<file path="src/rtcpw_pkg.sv">
// Functional notes
// - No off-chip pins; internal connections only
// - Bit 7 flag sets on modulo match
// - Write 1 clears flag; 0 ignored; reset clears
// - Bits 6:5 pick low-power, external, internal source
// - Bit 4 gates flag onto interrupt request
// - Bits 3:0 with source bit 0; zero stops
// - Source bit 0 clear: listed binary/decimal ratios
// - Source bit 0 set: listed larger ratios
// - Changed source or prescale clears both counters
// - Reset clears prescale, source, enable fields
// - Count register reads counter; writes ignored
// - Any modulo write clears both counters
// - Reset loads modulo and counter with zero
// - Match returns counter to zero, sets flag
// - Modulo zero sets flag every prescaler tick
// - Counter advances one per prescaler tick
// - Debug halt freezes counting, resumes afterwards
// - Converter trigger pulse on every match
package rtcpw_pkg;

    // ============================================================
    // Register map (word aligned byte addresses)
    localparam logic [11:0] RTCPW_OFF_STATUS = 12'h000;
    localparam logic [11:0] RTCPW_OFF_COUNT = 12'h004;
    localparam logic [11:0] RTCPW_OFF_LIMIT = 12'h008;

    // ============================================================
    // Field layout of the status/control register
    localparam int RTCPW_FLAG_BIT = 7;
    localparam logic [7:0] RTCPW_CNT_RST = 8'h00;
    localparam logic [7:0] RTCPW_LIMIT_RST = 8'h00;
    localparam logic [1:0] RTCPW_SRC_LPO = 2'h0;
    localparam logic [1:0] RTCPW_SRC_EXT = 2'h1;
    localparam logic [3:0] RTCPW_PS_OFF = 4'h0;

    typedef struct packed {
        logic match_flag;
        logic [1:0] source_select;
        logic match_irq_enable;
        logic [3:0] prescale_select;
    } rtcpw_ctrl_t;

    localparam rtcpw_ctrl_t RTCPW_CTRL_RST = 8'h00;

    // ============================================================
    // Divide ratios, indexed by prescale_select
    localparam int RTCPW_DIV_W = 18;
    localparam logic [17:0] RTCPW_DIV_LO [16] = '{
        18'h00000, 18'h00008, 18'h00020, 18'h00040,
        18'h00080, 18'h00100, 18'h00200, 18'h00400,
        18'h00001, 18'h00002, 18'h00004, 18'h0000A,
        18'h00010, 18'h00064, 18'h001F4, 18'h003E8};
    localparam logic [17:0] RTCPW_DIV_HI [16] = '{
        18'h00000, 18'h00400, 18'h00800, 18'h01000,
        18'h02000, 18'h04000, 18'h08000, 18'h10000,
        18'h003E8, 18'h007D0, 18'h01388, 18'h02710,
        18'h04E20, 18'h0C350, 18'h186A0, 18'h30D40};

endpackage : rtcpw_pkg

</file>
<file path="src/rtcpw_prescaler.sv">
module rtcpw_prescaler (
    input wire logic pclk,
    input wire logic presetn,
    input wire logic src_edge,
    input wire logic src_bit0,
    input wire logic [3:0] prescale_select,
    input wire logic clear,
    input wire logic halt,
    output logic tick_r
);

    logic [17:0] div_cnt_r;
    logic [17:0] div_cnt_nxt;
    logic [17:0] ratio;
    logic step;

    // ============================================================
    // Ratio lookup
    function automatic logic [17:0] ratio_of(input logic sel0, input logic [3:0] ps);
        ratio_of = sel0 ? rtcpw_pkg::RTCPW_DIV_HI[ps] : rtcpw_pkg::RTCPW_DIV_LO[ps];
    endfunction : ratio_of

    // Ratio picked by source bit 0 and prescale code
    assign ratio = ratio_of(src_bit0, prescale_select);
    // Code zero means off; debug halt freezes the divider mid-count
    assign step = src_edge && !halt && (prescale_select != rtcpw_pkg::RTCPW_PS_OFF);
    assign div_cnt_nxt = (div_cnt_r >= ratio - 18'h00001) ? 18'h00000 : div_cnt_r + 18'h00001;

    // ============================================================
    // Divider count and output pulse
    always_ff @(posedge pclk or negedge presetn)
    begin
        if (!presetn)
        begin
            div_cnt_r <= 18'h00000;
            tick_r <= 1'b0;
        end
        else if (clear)
        begin
            div_cnt_r <= 18'h00000;
            tick_r <= 1'b0;
        end
        else
        begin
            tick_r <= step && (div_cnt_nxt == 18'h00000);
            if (step)
            begin
                div_cnt_r <= div_cnt_nxt;
            end
        end
    end
endmodule : rtcpw_prescaler

</file>
<file path="src/rtcpw_counter.sv">
module rtcpw_counter (
    input wire logic pclk,
    input wire logic presetn,
    input wire logic psel,
    input wire logic penable,
    input wire logic pwrite,
    input wire logic [11:0] paddr,
    input wire logic [31:0] pwdata,
    output logic [31:0] prdata,
    output logic pready,
    output logic pslverr,
    input wire logic low_power_osc_clock,
    input wire logic external_ref_clock,
    input wire logic internal_ref_clock,
    input wire logic debug_halt,
    output logic match_irq,
    output logic adc_trigger
);

    // ============================================================
    // Declarations
    rtcpw_pkg::rtcpw_ctrl_t ctrl_r;
    rtcpw_pkg::rtcpw_ctrl_t wr_ctrl;
    logic [7:0] count_value_r;
    logic [7:0] match_limit_r;
    logic [31:0] prdata_r;
    logic adc_trigger_r;
    logic lpo_q_r;
    logic ext_q_r;
    logic int_q_r;
    logic src_level;
    logic src_q;
    logic src_edge;
    logic tick;
    logic wr_en;
    logic rd_setup;
    logic wr_status;
    logic wr_count;
    logic wr_limit;
    logic cfg_changed;
    logic clear_cnt;
    logic match_evt;

    // ============================================================
    // Address decode
    function automatic logic addr_hit(input logic [11:0] a, input logic [11:0] off);
        addr_hit = (a == off);
    endfunction : addr_hit

    function automatic logic addr_mapped(input logic [11:0] a);
        addr_mapped = addr_hit(a, rtcpw_pkg::RTCPW_OFF_STATUS)
            || addr_hit(a, rtcpw_pkg::RTCPW_OFF_COUNT)
            || addr_hit(a, rtcpw_pkg::RTCPW_OFF_LIMIT);
    endfunction : addr_mapped

    // ============================================================
    // APB slave: zero wait, error on unmapped access
    // Every access finishes in one access cycle, so pready is constant
    assign pready = 1'b1;
    assign pslverr = psel && penable && !addr_mapped(paddr);
    assign prdata = prdata_r;
    assign wr_en = psel && penable && pwrite && addr_mapped(paddr);
    assign rd_setup = psel && !penable && !pwrite;
    assign wr_status = wr_en && addr_hit(paddr, rtcpw_pkg::RTCPW_OFF_STATUS);
    assign wr_count = wr_en && addr_hit(paddr, rtcpw_pkg::RTCPW_OFF_COUNT);
    assign wr_limit = wr_en && addr_hit(paddr, rtcpw_pkg::RTCPW_OFF_LIMIT);
    assign wr_ctrl = pwdata[7:0];

    // Read data captured in setup so it comes from a flip-flop in access
    always_ff @(posedge pclk or negedge presetn)
    begin
        if (!presetn)
        begin
            prdata_r <= 32'h00000000;
        end
        else if (rd_setup)
        begin
            if (addr_hit(paddr, rtcpw_pkg::RTCPW_OFF_STATUS))
            begin
                prdata_r <= {24'h000000, ctrl_r};
            end
            else if (addr_hit(paddr, rtcpw_pkg::RTCPW_OFF_COUNT))
            begin
                prdata_r <= {24'h000000, count_value_r};
            end
            else if (addr_hit(paddr, rtcpw_pkg::RTCPW_OFF_LIMIT))
            begin
                prdata_r <= {24'h000000, match_limit_r};
            end
            else
            begin
                prdata_r <= 32'h00000000;
            end
        end
    end

    // ============================================================
    // Clock source selection and edge detect
    // Sources are sampled as synchronous levels; all three are sampled
    // every pclk, so a newly chosen source gives no false edge
    always_ff @(posedge pclk or negedge presetn)
    begin
        if (!presetn)
        begin
            lpo_q_r <= 1'b0;
            ext_q_r <= 1'b0;
            int_q_r <= 1'b0;
        end
        else
        begin
            lpo_q_r <= low_power_osc_clock;
            ext_q_r <= external_ref_clock;
            int_q_r <= internal_ref_clock;
        end
    end

    // Source mux: 00 low-power, 01 external, 1x internal
    always_comb
    begin
        if (ctrl_r.source_select == rtcpw_pkg::RTCPW_SRC_LPO)
        begin
            src_level = low_power_osc_clock;
            src_q = lpo_q_r;
        end
        else if (ctrl_r.source_select == rtcpw_pkg::RTCPW_SRC_EXT)
        begin
            src_level = external_ref_clock;
            src_q = ext_q_r;
        end
        else
        begin
            src_level = internal_ref_clock;
            src_q = int_q_r;
        end
    end

    assign src_edge = src_level && !src_q;

    // ============================================================
    // Counter clear conditions
    // A status write clears only on a real source or prescale change; any limit write clears
    assign cfg_changed = (wr_ctrl.source_select != ctrl_r.source_select)
        || (wr_ctrl.prescale_select != ctrl_r.prescale_select);
    assign clear_cnt = (wr_status && cfg_changed) || wr_limit;

    rtcpw_prescaler u_prescaler (
        .pclk(pclk),
        .presetn(presetn),
        .src_edge(src_edge),
        .src_bit0(ctrl_r.source_select[0]),
        .prescale_select(ctrl_r.prescale_select),
        .clear(clear_cnt),
        .halt(debug_halt),
        .tick_r(tick)
    );

    // Match event: a tick while the count sits at the limit
    assign match_evt = tick && !clear_cnt && !debug_halt
        && (count_value_r == match_limit_r);

    // ============================================================
    // Status/control register
    always_ff @(posedge pclk or negedge presetn)
    begin
        if (!presetn)
        begin
            ctrl_r <= rtcpw_pkg::RTCPW_CTRL_RST;
        end
        else
        begin
            if (wr_status)
            begin
                ctrl_r.source_select <= wr_ctrl.source_select;
                ctrl_r.match_irq_enable <= wr_ctrl.match_irq_enable;
                ctrl_r.prescale_select <= wr_ctrl.prescale_select;
            end
            // A match in the clearing cycle wins so no event is lost
            if (match_evt)
            begin
                ctrl_r.match_flag <= 1'b1;
            end
            else if (wr_status && pwdata[rtcpw_pkg::RTCPW_FLAG_BIT])
            begin
                ctrl_r.match_flag <= 1'b0;
            end
        end
    end

    // ============================================================
    // Limit register
    always_ff @(posedge pclk or negedge presetn)
    begin
        if (!presetn)
        begin
            match_limit_r <= rtcpw_pkg::RTCPW_LIMIT_RST;
        end
        else if (wr_limit)
        begin
            match_limit_r <= pwdata[7:0];
        end
    end

    // ============================================================
    // Main 8-bit counter; writes to the count address do nothing
    always_ff @(posedge pclk or negedge presetn)
    begin
        if (!presetn)
        begin
            count_value_r <= rtcpw_pkg::RTCPW_CNT_RST;
        end
        else if (clear_cnt)
        begin
            count_value_r <= rtcpw_pkg::RTCPW_CNT_RST;
        end
        else if (match_evt)
        begin
            count_value_r <= rtcpw_pkg::RTCPW_CNT_RST;
        end
        else if (tick && !debug_halt)
        begin
            count_value_r <= count_value_r + 8'h01;
        end
    end

    // ============================================================
    // Converter trigger, independent of the interrupt enable
    always_ff @(posedge pclk or negedge presetn)
    begin
        if (!presetn)
        begin
            adc_trigger_r <= 1'b0;
        end
        else
        begin
            adc_trigger_r <= match_evt;
        end
    end

    assign adc_trigger = adc_trigger_r;
    // Level request straight from two register bits
    assign match_irq = ctrl_r.match_flag && ctrl_r.match_irq_enable;
endmodule : rtcpw_counter

</file>
<file path="config.mk">
export PLATFORM = sky130hd
export DESIGN_NAME = rtcpw_counter
export DESIGN_NICKNAME = d
export VERILOG_FILES = /design/src/rtcpw_pkg.sv /design/src/rtcpw_prescaler.sv /design/src/rtcpw_counter.sv
export SDC_FILE = /design/constraint.sdc
export NUM_CORES = 1
export LEC_CHECK = 0
export BUFFER_PORTS_ARGS = -buffer_cell sky130_fd_sc_hd__buf_2
export CAP_MARGIN = 20
export CORE_AREA = 2 2 100 102
export DETAILED_ROUTE_END_ITERATION = 10
export DIE_AREA = 0 0 102 104
export PLACE_DENSITY = 0.84
export SYNTH_ARGS = -nofsm -noshare
export SYNTH_HDL_FRONTEND = slang
export SYNTH_HIERARCHICAL = 1
export SYNTH_SLANG_ARGS = --single-unit
</file>
<file path="constraint.sdc">
create_clock -name pclk -period 5.2 [get_ports pclk]
set_input_delay 0.52 -clock pclk [delete_from_list [all_inputs] [get_ports pclk]]
set_output_delay 0.52 -clock pclk [all_outputs]
set_load 0.01 [all_outputs]
</file>
* Yosys cells after proc, flatten, opt, wreduce, memory -nomap -nowiden *
Memory sizes are Yosys's and may differ from the RTL's.
Index checks and enable logic that the tools add are counted.

word-level totals
  register bits = 79
  latch bits = 0
  bits in writable memories = 0
  ROM bits = 576
  input bits = 53
  output and inout port bits = 36
  word-level logic and storage cells = 84
  memories kept = 2

memory list
  memory           words  width  read ports  clocked after Yosys merged registers in  wr ports  RTL line               source
  (no name shown)  16     18     1           0                                        0         rtcpw_prescaler.sv:20  ratio_of = sel0 ? rtcpw_pkg::RTCPW_DIV_HI[ps] : rtcpw_pkg::RTCPW_DIV_LO[ps];
  (no name shown)  16     18     1           0                                        0         rtcpw_prescaler.sv:20

cells by class
  $add $sub $neg = 3
  multiply operators = 0
  divide/modulo/power cells = 0
  magnitude comparators = 2
  eq/ne operators = 6
  shift operators = 0
  multiplexer cells = 21
  bitwise gates (word level) = 1
  reduce and logical (&&, ||, !) cells = 36

operators with widths
  kind                     number
  $mux W18                 8
  $mux W8                  6
  $logic_and A1 B1 Y1      19
  $add A18 B1 Y18 const B  1
  $ge A18 B18 Y1           1
  $logic_not A18 Y1        1
  $sub A18 B1 Y18 const B  1
  $eq A12 B3 Y1 const B    1
  $eq A12 B4 Y1 const B    1
  $logic_not A12 Y1        1
  $add A8 B1 Y8 const B    1
  $eq A8 B8 Y1             1
  $mux W1                  7
  $logic_not A1 Y1         6
  $ge A5 B5 Y1 const B     1
  $not A4 Y5               1
  $logic_or A1 B1 Y1       4
  $ne A4 B4 Y1             1
  $reduce_bool A2 Y1       2
  $reduce_bool A4 Y1       1
  $reduce_bool A3 Y1       1
  $eq A2 B1 Y1 const B     1
  $logic_not A2 Y1         1
  $ne A2 B2 Y1             1

* Logic depth before layout (Yosys ltp) *
Gate-level depths: netlist of run 1.

  depth in word-level cells = 13
  gate-level depth with buffers = 19

* Modules after synthesis *
The synthesis of run 1 kept the hierarchy.

modules (own cells, without submodules)
  module           instances  cells each  area an instance (µm²)  sequential area each (µm²)
  rtcpw_prescaler  1          328         2,538.7                 475.5
  rtcpw_counter    1          204         2,097.0                 900.9

* Worst setup path after synthesis of run 1 *
Ideal clock, no wire load.

  path type = register to register
  start point = register, netlist name ctrl_r[0]
  end point = register u_prescaler.div_cnt_r[9]
  library setup time = 0.116 ns
  data arrival time = 4.495 ns
  required time = 5.084 ns
  setup slack = 0.589 ns
  cell stages (with the launch flop) = 19
  clock period less this slack = 4.611 ns
  path through = dfrtp_1 inv_1 ha_1 buf_6 or3_1 a32o_1 o21ai_1 or4b_4 or2_1 nor3_2 xnor2_1 ha_1 a21o_1 a21o_1 a221o_1 nor4_2 buf_2 nand3_1 o311ai_0

between the ends
  word-level cells in the longest chain between the ends = 10

ends and longest elaborated chain
  what                                          RTL line               source
  $not A4 Y5 (not written as such)              rtcpw_prescaler.sv:20
  $mem_v2 Z16 W18                               -
  $mux W18 (not written as such) (2 in series)  rtcpw_prescaler.sv:20
  $mux W18                                      rtcpw_prescaler.sv:20
  $sub A18 B1 Y18                               rtcpw_prescaler.sv:27  assign div_cnt_nxt = (div_cnt_r >= ratio - 18'h00001) ? 18'h00000 : div_cnt_r + 18'h00001;
  $ge A18 B18 Y1                                rtcpw_prescaler.sv:27
  $mux W18                                      rtcpw_prescaler.sv:27
  $mux W18                                      rtcpw_prescaler.sv:46  if (step)
  $mux W18                                      rtcpw_prescaler.sv:38  else if (clear)
  to (signal assigned)                          rtcpw_prescaler.sv:48  div_cnt_r <= div_cnt_nxt;
  to (decl)                                     rtcpw_prescaler.sv:12  logic [17:0] div_cnt_r;

Parallel ways exist; a longest one is shown, timed or not. The select of a mux whose other input is x is not followed.
A chain may end at the register's enable or synchronous reset.

* Final worst setup path of run 1 *
  start point = register, netlist name ctrl_r[1]
  end point = register u_prescaler.div_cnt_r[4]

between the ends
  word-level cells in the longest chain between the ends = 10

ends and longest elaborated chain
  what                                          RTL line
  $not A4 Y5 (not written as such)              rtcpw_prescaler.sv:20
  $mem_v2 Z16 W18                               -
  $mux W18 (not written as such) (2 in series)  rtcpw_prescaler.sv:20
  $mux W18                                      rtcpw_prescaler.sv:20
  $sub A18 B1 Y18                               rtcpw_prescaler.sv:27
  $ge A18 B18 Y1                                rtcpw_prescaler.sv:27
  $mux W18                                      rtcpw_prescaler.sv:27
  $mux W18                                      rtcpw_prescaler.sv:46
  $mux W18                                      rtcpw_prescaler.sv:38

Parallel ways exist; a longest one is shown, timed or not. The select of a mux whose other input is x is not followed.

==> impl_summary.log, run 1 <==
INFO  metric critical_path.endpoint_type = flop
INFO  metric timing.final.max_slew_violations = 0
INFO  metric cts_root_buffer = clkbuf_8
INFO  metric number_of_antenna_violations_at_the_first_check_in_global_routing = 0
INFO  metric initial_utilization = 48.5%
INFO  metric areal_power_density_over_the_cells = 149 nW/um^2
INFO  metric grt_overflow = 0
INFO  metric synth_seq_cells = 55
INFO  metric avgViaCountPerCell = 5.78
INFO  metric grt_pass1_vias = 3895
INFO  metric tritoncts = yes
INFO  metric layout.core_utilization = 51.2%
INFO  metric yosys.area.top_type = dfrtp_1
INFO  metric detailedRoute.firstIterationViolations = 293
INFO  metric layout_cell_share_with_drive_strength_beyond_1 = 15.5%
INFO  metric worst-endpoint-required = 5.40 ns
INFO  metric tritonroute_pass_1_iters = 5
INFO  metric slowest_stage = dfrtp_1
INFO  metric ir_drop = 0.118 mV
INFO  metric die-area = 10600 um^2
INFO  metric worst_r2r_startpoint = ctrl_r[1]
INFO  metric multi_input_comb_area = 2970 um^2
INFO  metric min_delay_path_depth = 1
INFO  metric area_growth = 5.56%
INFO  metric sequential_cell_area = 1380 um^2
INFO  metric reg2reg_to = u_prescaler/div_cnt_r[4]
INFO  metric synthArstFlopShare = 100%
INFO  metric tightest_slew = 0.896 ns
INFO  metric fraction_of_power_spent_switching_nets = 25.7%
INFO  metric drc = 0
INFO  metric io_buffer_count = 39
INFO  metric post_synth_instance_area = 4640 um^2
INFO  metric route.antenna.remaining_nets = 0
INFO  metric max_cap_viol_count = 0
INFO  metric max-clock-path-buffers = 2
INFO  metric synthTopCellsByArea = dfrtp_1 30%, ha_1 7.6%, buf_4 4.2%
INFO  metric nNetsFinal = 636
INFO  metric dp_hpwl = 8020 um
INFO  metric min-delay-path-class = in2reg
INFO  metric core_region_area = 9550 um^2
INFO  metric cts.sink_count = 55
INFO  metric clockPowerShare = 34.0%
INFO  metric pre_cts_ws = 0.506 ns
INFO  metric globalRouteTotalUtil = 20.7%
INFO  metric timing.hold.worst.start = low_power_osc_clock
INFO  metric post-layout-total-power = 730 uW
INFO  metric routed_length_per_placed_instance = 15.6 um
INFO  metric chip_height = 104 um
INFO  metric synth.top_cell.area_share = 29.7%
INFO  metric finalWorstPathRequiredPeriod = 4.80 ns
INFO  metric setup.reg_to_reg.worst_slack = 0.40 ns
INFO  metric fillCellCount = 909
INFO  metric post_synth_inst_count = 532
INFO  metric critPathMaxStageDelay = 0.56 ns
INFO  metric detailroute.via_count = 3984
INFO  metric fmaxAchievable = 208 MHz
INFO  metric cts.repair.resized = 0
INFO  metric synth_enable_flop_cells = 0
INFO  metric final_min_period_over_clock_period = 92.4%
INFO  metric seq_power_share = 59.0%
INFO  metric clk_pin_slew_worst_paths = 0.10 ns
INFO  metric cts-htree-levels = 2
INFO  metric n_antenna_cell = 0
INFO  metric yosys.cell_count.top_type = dfrtp_1
INFO  metric placementRows = 36
INFO  metric comb_power_share = 7.0%
INFO  metric cts_post_setup_buffers_inserted = 0
INFO  metric synth.top_cells.by_count = 55 x dfrtp_1, 42 x nand2_1, 42 x nor2_1
INFO  metric worst_ep_arrival_time = 5.00 ns
INFO  metric fp.dieW = 102 um
INFO  metric synth_flop_cell = dfrtp_1
INFO  metric worst_clock_skew = 0.00593 ns
INFO  metric critical_path.max_fanout = 10
INFO  metric timing.setup.critical_path_class = reg2reg
INFO  metric clk-insertion-delay-late = 0.32 ns
INFO  metric power.net_switching = 188 uW
INFO  metric wire_length_of_the_first_global_routing_pass = 18000 um
INFO  metric cts_buffers = 5
INFO  metric post-place-cells = 681
INFO  metric routabilityCongestion = 0.916
INFO  metric grt_setup_unrepaired = no
INFO  metric top_level_ports = 89
INFO  metric aggregate_negative_setup_slack = 0 ns
INFO  metric synth.yosys.warnings = 6
INFO  metric final_hold_viol_count = 0
INFO  metric run_status = finished clean
INFO  metric setup_viol = 0
INFO  metric timing.max_slew.rel_slack = 40.1%
INFO  metric stdcell_count = 689
INFO  metric critPathLaunch = ctrl_r[1]
INFO  metric power.leakage = 0.00229 uW
INFO  metric grt_start_max_net_pins = 56
INFO  metric wl = 10700 um
INFO  metric timing.critical_path.cells = inv_1, ha_1, or3_1, a32o_1, o21ai_1, or4b_4, or2_1, nor3_2, xnor2_1, ha_1, a21o_1, a21o_1, a221o_1, nor2_1, nand2_1, o311ai_0
INFO  metric synth.avg_cell_area = 8.71 um^2
INFO  metric yosysSeqAreaShare = 29.7%
INFO  metric post_cts_hold_buffer_count = 0
INFO  metric critical_path.endpoint = u_prescaler/div_cnt_r[4]
INFO  metric ys_types = 69
INFO  metric start_kind = flop
INFO  metric p_int = 543 uW
INFO  metric ff2ff_path_depth = 16
INFO  metric final.setup.worst_slack = 0.397 ns
-- worst min path at each step --
stage	endpoint	slack, ns
6_report	lpo_q_r	0.31
5_1_grt	lpo_q_r	0.30
4_1_cts	int_q_r	0.31
3_5_place_dp	prdata[5]	0.46
3_3_place_gp	prdata[5]	0.46
2_1_floorplan	adc_trigger	0.22
-- power by group through the flow --
stage               Clock [uW]  Sequential (uW)  Combinational [uW]
floorplan                    0              439                38.8
global placement             0              439                50.1
detailed placement           0              439                51.8
CTS                        253              431                52.0
global route               271              431                57.9
finish                     248              431                51.5
-- stage by stage --
stage          cell area, um^2  hold slack, ns
2_1_floorplan             4720           0.224
3_3_place_gp              4800           0.456
3_5_place_dp              4800           0.462
4_1_cts                   4890           0.309
5_1_grt                   4890           0.305
6_report                  4890           0.313
-- cells by family after synthesis --
group           after synthesis  share of synthesized area (%)
simple gates                207                           24.4
compound gates              105                           15.0
buf+inv                      66                           8.07
flops                        55                           29.7
xor+xnor                     38                           7.34
mux                          31                           7.85
fa+ha+maj                    28                           7.56
other cells                   2                          0.162
-- layout make-up --
| cell class | count | area share, % |
|---|---|---|
| clock inverter | 2 | 0.358 |
| timing repair buffer | 44 | 4.76 |
| multi-input combinational | 434 | 60.7 |
| clock buffer | 6 | 1.48 |
| tap | 133 | 3.40 |
| sequential | 55 | 28.1 |
| inverter | 15 | 1.15 |
-- worst max-delay path: cells and delay by family, from the launching register on --
family	cells	cell delay, ns
AO/OA/AOI/OAI	6	1.52
XOR/XNOR	1	0.15
adder cells (fa/ha/maj)	2	0.54
buffers and inverters	1	0.18
flip-flops	1	0.56
AND/OR/NAND/NOR	6	1.72
-- layout by cell type, fill, tap and decap left out, types with 5 or more instances in the layout --
master / instances
dfrtp_1: 55
nor2_1: 42
nand2_1: 42
buf_2: 39
a21oi_1: 33
ha_1: 28
conb_1: 25
xnor2_1: 20
nor3_1: 18
xor2_1: 17
nand3_1: 16
nand4_1: 15
inv_1: 15
o31ai_1: 15
o21ai_0: 13
mux2i_1: 12
nor2b_1: 11
mux2_2: 11
nand2b_1: 10
mux2_4: 8
nor4_1: 7
o22ai_1: 7
clkbuf_8: 5
buf_4: 5
and3_1: 5
a22o_1: 5
-- flip-flops by register name, summed over array words and instances (netlist names) --
name / count
match_limit_r: 8
u_prescaler/div_cnt_r: 18
prdata: 8
u_prescaler/tick_r: 1
lpo_q_r: 1
ext_q_r: 1
ctrl_r: 8
adc_trigger: 1
count_value_r: 8
int_q_r: 1
-- layer usage --
metal	vias up	GRT usage, %	wire [um]
met3	22	3.23	504
met4	0	7.33	232
li1	1924	-	-
met5	-	0	0
met2	117	35.9	5360
met1	1921	25.8	4630
Note: power is estimated with default switching activity, not from simulation.
==> run 2: changes to the inputs <==
- REMOVE_ABC_BUFFERS: unset -> 1
==> impl_summary.log, run 2 (synthesized netlist as in run 1, its figures left out) <==
INFO  metric setup.reg_to_reg.worst_slack = 0.24 ns
INFO  metric reg2reg_to = u_prescaler/div_cnt_r[4]
INFO  metric chip_height = 104 um
INFO  metric tritoncts = yes
INFO  metric ff2ff_path_depth = 16
INFO  metric finalWorstPathRequiredPeriod = 4.96 ns
INFO  metric pre_cts_ws = 0.374 ns
INFO  metric io_buffer_count = 39
INFO  metric power.leakage = 0.00230 uW
INFO  metric registers.top_by_ff_count = u_prescaler/div_cnt_r
INFO  metric critical_path.max_fanout = 10
INFO  metric detailroute.via_count = 4058
INFO  metric cts.sink_count = 55
INFO  metric tritonroute_pass_1_iters = 6
INFO  metric run_status = finished clean
INFO  metric max_cap_viol_count = 0
INFO  metric layout_cell_share_with_drive_strength_beyond_1 = 15.8%
INFO  metric min-delay-path-class = in2reg
INFO  metric post-route-cell-area = 4910 um^2
INFO  metric avgViaCountPerCell = 5.88
INFO  metric worst_ep_arrival_time = 5.15 ns
INFO  metric tightest_slew = 0.896 ns
INFO  metric grt_pass1_vias = 3864
INFO  metric globalRouteTotalUtil = 20.6%
INFO  metric ir_drop = 0.130 mV
INFO  metric post-layout-total-power = 750 uW
INFO  metric number_of_antenna_violations_at_the_first_check_in_global_routing = 0
INFO  metric fp.dieW = 102 um
INFO  metric fillCellCount = 889
INFO  metric critical_path.endpoint_type = flop
INFO  metric cts_post_setup_buffers_inserted = 0
INFO  metric cts.repair.resized = 0
INFO  metric hold_path_end = int_q_r
INFO  metric worst_r2r_startpoint = ctrl_r[1]
INFO  metric routabilityCongestion = 0.873
INFO  metric grt_start_max_net_pins = 56
INFO  metric start_kind = flop
INFO  metric placementRows = 36
INFO  metric most_used_cells_in_the_layout_excluding_fill_and_tap_cells = 55 x dfrtp_1, 42 x nor2_1, 42 x nand2_1
INFO  metric initial_utilization = 48.5%
INFO  metric final_hold_viol_count = 0
INFO  metric placedInstanceArea = 4810 um^2
INFO  metric dp_hpwl = 8030 um
INFO  metric grt_overflow = 0
INFO  metric setup_viol = 0
INFO  metric n_antenna_cell = 0
INFO  metric worst_clock_skew = 0.0142 ns
INFO  metric timing.final.max_slew_violations = 0
INFO  metric clk_pin_slew_worst_paths = 0.12 ns
INFO  metric clk-insertion-delay-late = 0.33 ns
INFO  metric max-clock-path-buffers = 2
INFO  metric cts_root_buffer = clkbuf_8
INFO  metric mostFrequentLayoutCell = dfrtp_1
INFO  metric cts_buffers = 5
INFO  metric timing.max_slew.rel_slack = 40.1%
INFO  metric aggregate_negative_setup_slack = 0 ns
INFO  metric post_cts_hold_buffer_count = 0
INFO  metric wire_length_of_the_first_global_routing_pass = 18100 um
INFO  metric final.setup.worst_slack = 0.240 ns
INFO  metric detailedRoute.firstIterationViolations = 404
INFO  metric timing.hold.worst.start = internal_ref_clock
INFO  metric min_delay_path_depth = 1
INFO  metric max_ffs_per_register = 18
INFO  metric timing.setup.critical_path_class = reg2reg
INFO  metric drc = 0
INFO  metric core_region_area = 9550 um^2
INFO  metric worst-endpoint-required = 5.39 ns
INFO  metric nNetsFinal = 637
INFO  metric die-area = 10600 um^2
INFO  metric top_level_ports = 89
INFO  metric wl = 10800 um
INFO  metric grt_setup_unrepaired = no
INFO  metric fmaxAchievable = 202 MHz
INFO  metric final_min_period_over_clock_period = 95.4%
INFO  metric areal_power_density_over_the_cells = 153 nW/um^2
INFO  metric route.antenna.remaining_nets = 0
INFO  metric routed_length_per_placed_instance = 15.7 um
INFO  metric area_growth = 5.99%
INFO  metric cts-htree-levels = 2
[run 2: cell count changes in the layout (fill, tap and decap cells not counted)]
| cell | change |
|---|---|
| clkinv_4 | -2 |
| inv_6 | +2 |
| buf_4 | +1 |
| clkbuf_1 | -1 |
| clkinv_8 | +1 |
[run 2: how the worst max path moves through the flow]
| stage | from | to | slack, ns | depth (start not counted) |
|---|---|---|---|---|
| after CTS | ctrl_r[1] | u_prescaler/div_cnt_r[4] | 0.33 | 16 |
| after floorplan | ctrl_r[0] | u_prescaler/div_cnt_r[10] | 0.40 | 16 |
| final | ctrl_r[1] | u_prescaler/div_cnt_r[4] | 0.24 | 16 |
| after global routing | ctrl_r[1] | u_prescaler/div_cnt_r[4] | 0.03 | 16 |
| after global placement | ctrl_r[1] | u_prescaler/div_cnt_r[6] | 0.60 | 16 |
| after detailed placement | ctrl_r[1] | u_prescaler/div_cnt_r[4] | 0.37 | 16 |
[run 2: area by class of cell]
class	instances	area, um^2	area share, %
Clock inverter	3	33.8	0.688
Clock buffer	5	68.8	1.40
Inverter	15	56.3	1.15
Tap cell	133	166	3.39
Multi-Input combinational cell	434	2970	60.5
Sequential cell	55	1380	28.0
Timing Repair Buffer	45	240	4.89
[run 2: where the power goes]
group          internal, uW  leakage [uW]  switching, uW  total, uW
sequential              429      0.000748           1.39        431
combinational          16.2       0.00150           35.8       51.9
clock                   103     0.0000519            164        267
total                   548       0.00230            202        750
[run 2: per-layer routing]
metal  wire, um  vias up  global-route usage [%]
li1           -     1924                       -
met3        827       23                    2.89
met4        175        0                    4.86
met2       5440      190                    37.0
met5          0        -                       0
met1       4390     1921                    25.8
[run 2: metrics by stage]
| step | utilization, % | cells | hold WS (ns) |
|---|---|---|---|
| after global placement | 50.4 | 682 | 0.456 |
| after floorplan | - | 504 | 0.224 |
| after CTS | 51.5 | 690 | 0.300 |
| after global routing | 51.5 | 690 | 0.296 |
| after detailed placement | 50.4 | 682 | 0.463 |
| final | 51.5 | 690 | 0.303 |
[run 2: critical path, stage by stage, from the launching register on]
cell and delay, ns:
dfrtp_1 0.58, inv_1 0.19, ha_1 0.27, or3_1 0.31
a32o_1 0.27, o21ai_1 0.15, or4b_4 0.51, or2_1 0.26
nor3_2 0.18, xnor2_1 0.15, ha_1 0.27, a21o_1 0.18
a21o_1 0.17, a221o_1 0.40, nor2_1 0.23, nand2_1 0.27
o311ai_0 0.40
